<file path="src/itec_pkg.sv">
package itec_pkg;
	// Cycle timing
	localparam int unsigned   CLK_FREQ_HZ      = 25000000;
	localparam int unsigned   STATES_PER_CYCLE = 10;
	localparam int unsigned   OSC_PER_STATE    = 3;
	localparam int unsigned   OSC_PER_CYCLE    = STATES_PER_CYCLE * OSC_PER_STATE;
	localparam logic [4:0]    OSC_CNT_LAST     = 5'(OSC_PER_CYCLE - 1);
	localparam logic [4:0]    OSC_CNT_RST      = 5'h00;
	localparam logic [4:0]    PRE_RST          = 5'h00;
	localparam logic [4:0]    PRE_LAST         = 5'h1f;
	localparam logic [7:0]    COUNT_RST        = 8'h00;
	localparam logic [7:0]    COUNT_LAST       = 8'hff;
	localparam logic [10:0]   VECTOR_TIMER     = 11'h007;
	localparam logic [10:0]   VECTOR_EXT       = 11'h003;

	// Bus register map
	localparam logic [3:0]    ADR_STATUS       = 4'h0;
	localparam logic [3:0]    ADR_MASK         = 4'h4;
	localparam logic [3:0]    ADR_COUNT        = 4'h8;
	localparam logic [1:0]    IRQ_RST          = 2'h0;
	localparam int unsigned   IRQ_OVF_BIT      = 0;
	localparam int unsigned   IRQ_EDGE_BIT     = 1;

	typedef enum logic [1:0] {
		ITEC_IDLE  = 2'b00,
		ITEC_TIMER = 2'b01,
		ITEC_EVENT = 2'b10
	} itec_mode_e;

	typedef struct packed {
		logic       load_count;
		logic       read_count;
		logic       start_interval;
		logic       start_event;
		logic       halt_count;
		logic       branch_on_overflow_flag;
		logic       int_enable;
		logic       int_disable;
		logic       interrupt_return;
		logic       ext_int_req;
		logic [7:0] acc;
	} itec_cmd_s;
endpackage

</file>
<file path="src/itec_timer.sv">
`timescale 1ns/10ps
`default_nettype none
// Function
// - Instruction cycle is ten states of three oscillator periods each.
// - Load command copies the accumulator into the 8-bit count.
// - Start-timer clears prescaler, then advances it every thirty oscillator clocks.
// - Prescaler counts modulo 32; its wrap to zero advances the count.
// - Count rollover from FFH sets overflow flag and, if enabled, interrupt.
// - Each overflow-flag branch test clears the flag, taken or not, unless a rollover sets it in that same cycle.
// - Reset leaves overflow flag alone; software tests it once afterwards.
// - Read command returns count without disturbing timing or counting.
// - In event mode each event input rising edge advances the count.
// - Timer and event modes exclusive; latest start command picks mode.
// - Either mode starts or halts any time; halted count holds.
// - Taken timer interrupt vectors execution to location 7.
// - Simultaneous external and timer interrupts: external is served first.
// - After acceptance further interrupts ignored until interrupt return.
module itec_timer
	import itec_pkg::*;
(
	// Clock and reset
	input  wire logic        CLK,
	input  wire logic        SYS_RST,
	// Core command port
	input  wire itec_cmd_s   CMD,
	output logic [7:0]       RD_DATA,
	output logic             FLAG_TEST,
	output logic             TIMER_IRQ_REQ,
	output logic             INT_TAKE,
	output logic [10:0]      INT_VECTOR,
	// Event pin
	input  wire logic        EVENT_INPUT,
	// Wishbone slave
	input  wire logic        WB_CYC_I,
	input  wire logic        WB_STB_I,
	input  wire logic        WB_WE_I,
	input  wire logic [3:0]  WB_ADR_I,
	input  wire logic [3:0]  WB_SEL_I,
	input  wire logic [31:0] WB_DAT_I,
	output logic [31:0]      WB_DAT_O,
	output logic             WB_ACK_O,
	output logic             WB_ERR_O,
	// Interrupt
	output logic             IRQ
);
	logic [4:0]  osc_cnt_ff;
	logic        slot_tick;
	logic [4:0]  pre_ff;
	logic [7:0]  count_ff;
	logic        ovf_flag_ff;
	logic        tint_en_ff;
	logic        tint_pend_ff;
	logic        int_busy_ff;
	itec_mode_e  mode_ff;
	logic [2:0]  ev_sync_ff;
	logic        ev_rise;
	logic        count_step;
	logic        count_wrap;
	logic [1:0]  irq_stat_ff;
	logic [1:0]  irq_mask_ff;
	logic        wb_req;
	logic        wb_hit;

	// Oscillator slot divider, free running so command timing never drifts
	always_ff @(posedge CLK) begin
		if (SYS_RST || osc_cnt_ff == OSC_CNT_LAST) begin
			osc_cnt_ff <= OSC_CNT_RST;
		end else begin
			osc_cnt_ff <= osc_cnt_ff + 5'h01;
		end
	end
	assign slot_tick = (osc_cnt_ff == OSC_CNT_LAST);

	// Mode select, latest start wins
	always_ff @(posedge CLK) begin
		if (SYS_RST) begin
			mode_ff <= ITEC_IDLE;
		end else if (CMD.start_interval) begin
			mode_ff <= ITEC_TIMER;
		end else if (CMD.start_event) begin
			mode_ff <= ITEC_EVENT;
		end else if (CMD.halt_count) begin
			mode_ff <= ITEC_IDLE;
		end
	end

	// Prescaler
	always_ff @(posedge CLK) begin
		if (SYS_RST || CMD.start_interval) begin
			pre_ff <= PRE_RST;
		end else if (mode_ff == ITEC_TIMER && slot_tick) begin
			pre_ff <= pre_ff + 5'h01;
		end
	end

	// Event synchroniser; stage 0 feeds only stage 1
	always_ff @(posedge CLK) begin
		if (SYS_RST) begin
			ev_sync_ff <= 3'h0;
		end else begin
			ev_sync_ff <= {ev_sync_ff[1:0], EVENT_INPUT};
		end
	end
	assign ev_rise = ev_sync_ff[1] & ~ev_sync_ff[2];

	assign count_step = (mode_ff == ITEC_TIMER && slot_tick && pre_ff == PRE_LAST)
		|| (mode_ff == ITEC_EVENT && ev_rise);
	assign count_wrap = count_step && count_ff == COUNT_LAST;

	// Count register; a load in the same cycle as a step wins
	always_ff @(posedge CLK) begin
		if (SYS_RST) begin
			count_ff <= COUNT_RST;
		end else if (CMD.load_count) begin
			count_ff <= CMD.acc;
		end else if (count_step) begin
			count_ff <= count_ff + 8'h01;
		end
	end
	assign RD_DATA = count_ff;

	// Overflow flag: no reset by design, so software must test it once
	always_ff @(posedge CLK) begin
		if (count_wrap) begin
			ovf_flag_ff <= 1'b1;
		end else if (CMD.branch_on_overflow_flag) begin
			ovf_flag_ff <= 1'b0;
		end
	end
	assign FLAG_TEST = ovf_flag_ff;

	// Timer interrupt enable
	always_ff @(posedge CLK) begin
		if (SYS_RST || CMD.int_disable) begin
			tint_en_ff <= 1'b0;
		end else if (CMD.int_enable) begin
			tint_en_ff <= 1'b1;
		end
	end

	// Acceptance logic
	logic take_ext;
	logic take_tmr;
	assign take_ext = !int_busy_ff && CMD.ext_int_req;
	assign take_tmr = !int_busy_ff && !CMD.ext_int_req && tint_pend_ff;

	// Timer request level
	always_ff @(posedge CLK) begin
		if (SYS_RST) begin
			tint_pend_ff <= 1'b0;
		end else if (count_wrap && tint_en_ff) begin
			tint_pend_ff <= 1'b1;
		end else if (take_tmr || CMD.int_disable) begin
			tint_pend_ff <= 1'b0;
		end
	end
	assign TIMER_IRQ_REQ = tint_pend_ff;

	always_ff @(posedge CLK) begin
		if (SYS_RST || CMD.interrupt_return) begin
			int_busy_ff <= 1'b0;
		end else if (take_ext || take_tmr) begin
			int_busy_ff <= 1'b1;
		end
	end
	assign INT_TAKE = take_ext || take_tmr;
	assign INT_VECTOR = take_tmr ? VECTOR_TIMER : (take_ext ? VECTOR_EXT : 11'h000);

	// Wishbone slave, one-cycle ack after one wait state
	assign wb_req = WB_CYC_I && WB_STB_I && !WB_ACK_O && !WB_ERR_O;
	assign wb_hit = WB_ADR_I == ADR_STATUS || WB_ADR_I == ADR_MASK || WB_ADR_I == ADR_COUNT;

	always_ff @(posedge CLK) begin
		if (SYS_RST) begin
			WB_ACK_O <= 1'b0;
			WB_ERR_O <= 1'b0;
			WB_DAT_O <= 32'h0;
		end else begin
			WB_ACK_O <= wb_req && wb_hit;
			WB_ERR_O <= wb_req && !wb_hit;
			if (wb_req && !WB_WE_I) begin
				if (WB_ADR_I == ADR_STATUS) begin
					WB_DAT_O <= {30'h0, irq_stat_ff};
				end else if (WB_ADR_I == ADR_MASK) begin
					WB_DAT_O <= {30'h0, irq_mask_ff};
				end else if (WB_ADR_I == ADR_COUNT) begin
					WB_DAT_O <= {23'h0, ovf_flag_ff, count_ff};
				end else begin
					WB_DAT_O <= 32'h0;
				end
			end
		end
	end

	// Sticky status; a new event beats a write-one clear
	logic       wr_stat;
	logic [1:0] ev_set;
	assign wr_stat = wb_req && WB_WE_I && WB_SEL_I[0] && WB_ADR_I == ADR_STATUS;
	assign ev_set = {ev_rise && mode_ff == ITEC_EVENT, count_wrap};
	always_ff @(posedge CLK) begin
		if (SYS_RST) begin
			irq_stat_ff <= IRQ_RST;
		end else begin
			irq_stat_ff <= (irq_stat_ff & ~(wr_stat ? WB_DAT_I[1:0] : 2'h0)) | ev_set;
		end
	end
	always_ff @(posedge CLK) begin
		if (SYS_RST) begin
			irq_mask_ff <= IRQ_RST;
		end else if (wb_req && WB_WE_I && WB_SEL_I[0] && WB_ADR_I == ADR_MASK) begin
			irq_mask_ff <= WB_DAT_I[1:0];
		end
	end
	assign IRQ = |(irq_stat_ff & irq_mask_ff);
endmodule // itec_timer
`default_nettype wire

</file>
<file path="config.mk">
export PLATFORM = sky130hd
export DESIGN_NAME = itec_timer
export DESIGN_NICKNAME = d
export VERILOG_FILES = /design/src/itec_pkg.sv /design/src/itec_timer.sv
export SDC_FILE = /design/constraint.sdc
export NUM_CORES = 1
export LEC_CHECK = 0
export ABC_AREA = 1
export BUFFER_PORTS_ARGS = -buffer_cell sky130_fd_sc_hd__buf_2
export CAP_MARGIN = 15
export CORE_MARGIN = 2
export CORE_UTILIZATION = 35
export CTS_BUF_LIST = sky130_fd_sc_hd__clkbuf_8 sky130_fd_sc_hd__clkbuf_16
export DETAILED_ROUTE_END_ITERATION = 10
export GPL_TIMING_DRIVEN = 0
export PLACE_DENSITY = 0.65
export SYNTH_ARGS = -nofsm -noshare
export SYNTH_HDL_FRONTEND = slang
export SYNTH_SLANG_ARGS = --single-unit
</file>
<file path="constraint.sdc">
create_clock -name CLK -period 2.25 [get_ports CLK]
set_clock_uncertainty 0.2 [all_clocks]
set_input_delay 0.225 -clock CLK [delete_from_list [all_inputs] [get_ports CLK]]
set_output_delay 0.225 -clock CLK [all_outputs]
set_load 0.01 [all_outputs]
</file>
==> flow_summary.json <==
{
  "status": "completed",
  "cp-end-kind": "register",
  "cap_violations": 0,
  "die_h_um": 84.3,
  "core_mm2": 0.00628,
  "fp.dieW_um": 84.3,
  "remaining_drc_errors": 0,
  "leakage_nw": 1.44,
  "routed_wl_um": 5190,
  "start_kind": "input pin",
  "synth-edff-count": 0,
  "power_density_mw_per_mm2": 594,
  "overflow": 0,
  "worst_path_most_repeated_cell": "dlygate4sd3_1",
  "yosysMostFrequentCell": "nand2_1",
  "ys.flop_type": "dfxtp_1",
  "cts_max_level": 2,
  "vias_per_cell": 4.37,
  "gp_congestion": 0.796,
  "hold_violations": 0,
  "cts_sinks": 42,
  "yosys.area.top_type": "dfxtp_1",
  "syn_to_final_growth_pct": 31.6,
  "syn_inst": 307,
  "globalRouteTotalUtil_pct": 14.6,
  "path_clk_slew_ns": 0.08,
  "tns_ns": 0,
  "cp_cell_sequence": "dlygate4sd3_1, buf_2, inv_1, nand2_1, a21oi_1, dlygate4sd3_1",
  "max_freq_ghz": 0.488,
  "synth.distinct_cells": 34,
  "placement.io_buffers": 54,
  "utilization_pct": 47.3,
  "clock_latency_ns": 0.30,
  "cts.path.max_buffers": 2,
  "ys_ff_latch": 42,
  "antenna_cells": 0,
  "dr.pass1.iters": 4,
  "antenna_found_initial": 0,
  "cts_root_buf": "clkbuf_8",
  "cpPeakStageDelay_ns": 0.55,
  "syn-cell-area_mm2": 0.00225,
  "critPathTopFamily": "buffers and inverters",
  "min_period_ns": 2.05,
  "yosysSeqAreaShare_pct": 37.3,
  "grt_max_degree": 14,
  "setup_viol": 0,
  "fillers": 655,
  "dp_hpwl_um": 3920,
  "rsz0062_at_grt": "false",
  "path_max_fanout": 8,
  "period_share_pct": 91.1,
  "synthArstFlopShare_pct": 0,
  "ant_nets": 0,
  "die-area_mm2": 0.00710,
  "cp.required_ns": 2.29,
  "cts_tree": "yes",
  "initial_core_util_pct": 35.9,
  "io_pins": 121,
  "setup.worst_path.class": "input pin to register",
  "ir_drop_uv": 339,
  "cts_setup_buffers": 0,
  "relSlewSlack_pct": 59.3,
  "slew_violations": 0,
  "final_cells": 485,
  "dpl.cell_count": 468,
  "routedWlPerCell_um": 10.7,
  "ys_warn_count": 0,
  "final_nets": 476,
  "cp.arrival_ns": 2.09,
  "worstMarginPinSlew_ns": 0.611,
  "ys_top_cells_by_count": "nand2_1, dfxtp_1, buf_4, inv_1, nor2_1",
  "row_count": 29,
  "numCtsBuffers": 5,
  "grt_pass1_wl_um": 8400,
  "synth_area_per_cell_um2": 7.34,
  "drt-initial-drc-count": 79,
  "path_buf_inv": 4,
  "synthTopCellsByArea": "dfxtp_1, buf_4, nand2_1, inv_1, nand3_1",
  "drive_gt1_share_pct": 29.2,
  "cpMaxStageDelayCell": "dlygate4sd3_1",
  "hold_class": "input pin to register",
  "grt_pass1_vias": 1876,
  "vias": 2120,
  "yosys.area.top_type_share_pct": 37.3
}
cell type report:
class	instances	area, um^2	share of cell area, %
plain buffers	40	285	9.62
clock buffers	6	82.6	2.78
clock inverters	2	60.1	2.02
inverters	36	138	4.64
multi-input cells	219	1100	37.2
flip-flops and latches	42	841	28.3
well taps	77	96.3	3.25
repair buffers	63	360	12.1
sequential cells by signal, indices dropped and copies added, names as in the netlist, 2 cells and up:
register and count:
irq_stat_ff 2, ev_sync_ff 3, irq_mask_ff 2, osc_cnt_ff 5, RD_DATA 8, WB_DAT_O 9, mode_ff 2, pre_ff 5
power by group:
part / internal, W / leakage (nW) / switching, W
Sequential: 0.000764 / 0.342 / 0.0000247
Combinational: 0.000113 / 1.03 / 0.000124
Clock: 0.000473 / 0.0714 / 0.000263
Total: 0.00135 / 1.44 / 0.000412
worst min-delay path, cell delays in order:
cell and delay [ns]:
buf_2 0.07, inv_1 0.04, nand3_1 0.07, a21oi_1 0.05
logic make-up after synthesis:
family | after synthesis | share of synthesized area [%]
AO/OA/AOI/OAI | 49 | 12.9
multiplexers | 1 | 0.444
flip-flops | 42 | 37.3
other | 1 | 0.166
AND/OR/NAND/NOR | 133 | 27.6
buffers and inverters | 76 | 18.8
adder cells (fa/ha/maj) | 5 | 2.77
through the flow:
stage          hold slack, ns  cell area [um^2]  total power, W  setup WS (ns)
2_1_floorplan          0.0974              2370        0.000963          0.663
3_3_place_gp            0.182              2730         0.00103          0.514
3_5_place_dp            0.188              2730         0.00103          0.460
4_1_cts                0.0189              2970         0.00177          0.194
5_1_grt                0.0253              2970         0.00184         0.0801
6_report               0.0129              2970         0.00176          0.199
path summary, 6_finish.rpt:
check / startpoint / end / slack [ns] / depth (start not counted)
setup reg to reg: pre_ff[0] / RD_DATA[1] / 0.43 / 11
hold reg to reg: ev_sync_ff[0] / ev_sync_ff[1] / 0.20 / 2
hold / removal: CMD[13] / mode_ff[0] / 0.01 / 4
setup / recovery: SYS_RST / mode_ff[1] / 0.20 / 6
layer usage:
metal / share of wire [%] / routed length (um) / global-route usage [%] / vias up
met5: 0 / 0 / 0 / -
met4: 1.5 / 78 / 5.28 / 0
li1: - / - / - / 1125
met2: 48 / 2510 / 25.6 / 61
met1: 44 / 2280 / 17.5 / 928
met3: 6.2 / 321 / 3.15 / 6
cell usage in the layout, fill, tap and decap left out, types with 11 or more instances in the layout:
| master | count |
|---|---|
| a21oi_1 | 21 |
| buf_2 | 57 |
| buf_4 | 35 |
| conb_1 | 31 |
| dfxtp_1 | 42 |
| inv_1 | 35 |
| nand2_1 | 52 |
| nand3_1 | 24 |
| nor2_1 | 30 |
| o21ai_0 | 11 |
what timing repair did:
item                      4_1_cts  5_1_grt
hold buffers                    9        0
hold endpoints to repair        7        0
gates resized for setup         0        0
No activity file was read; power rests on OpenSTA's default activity.
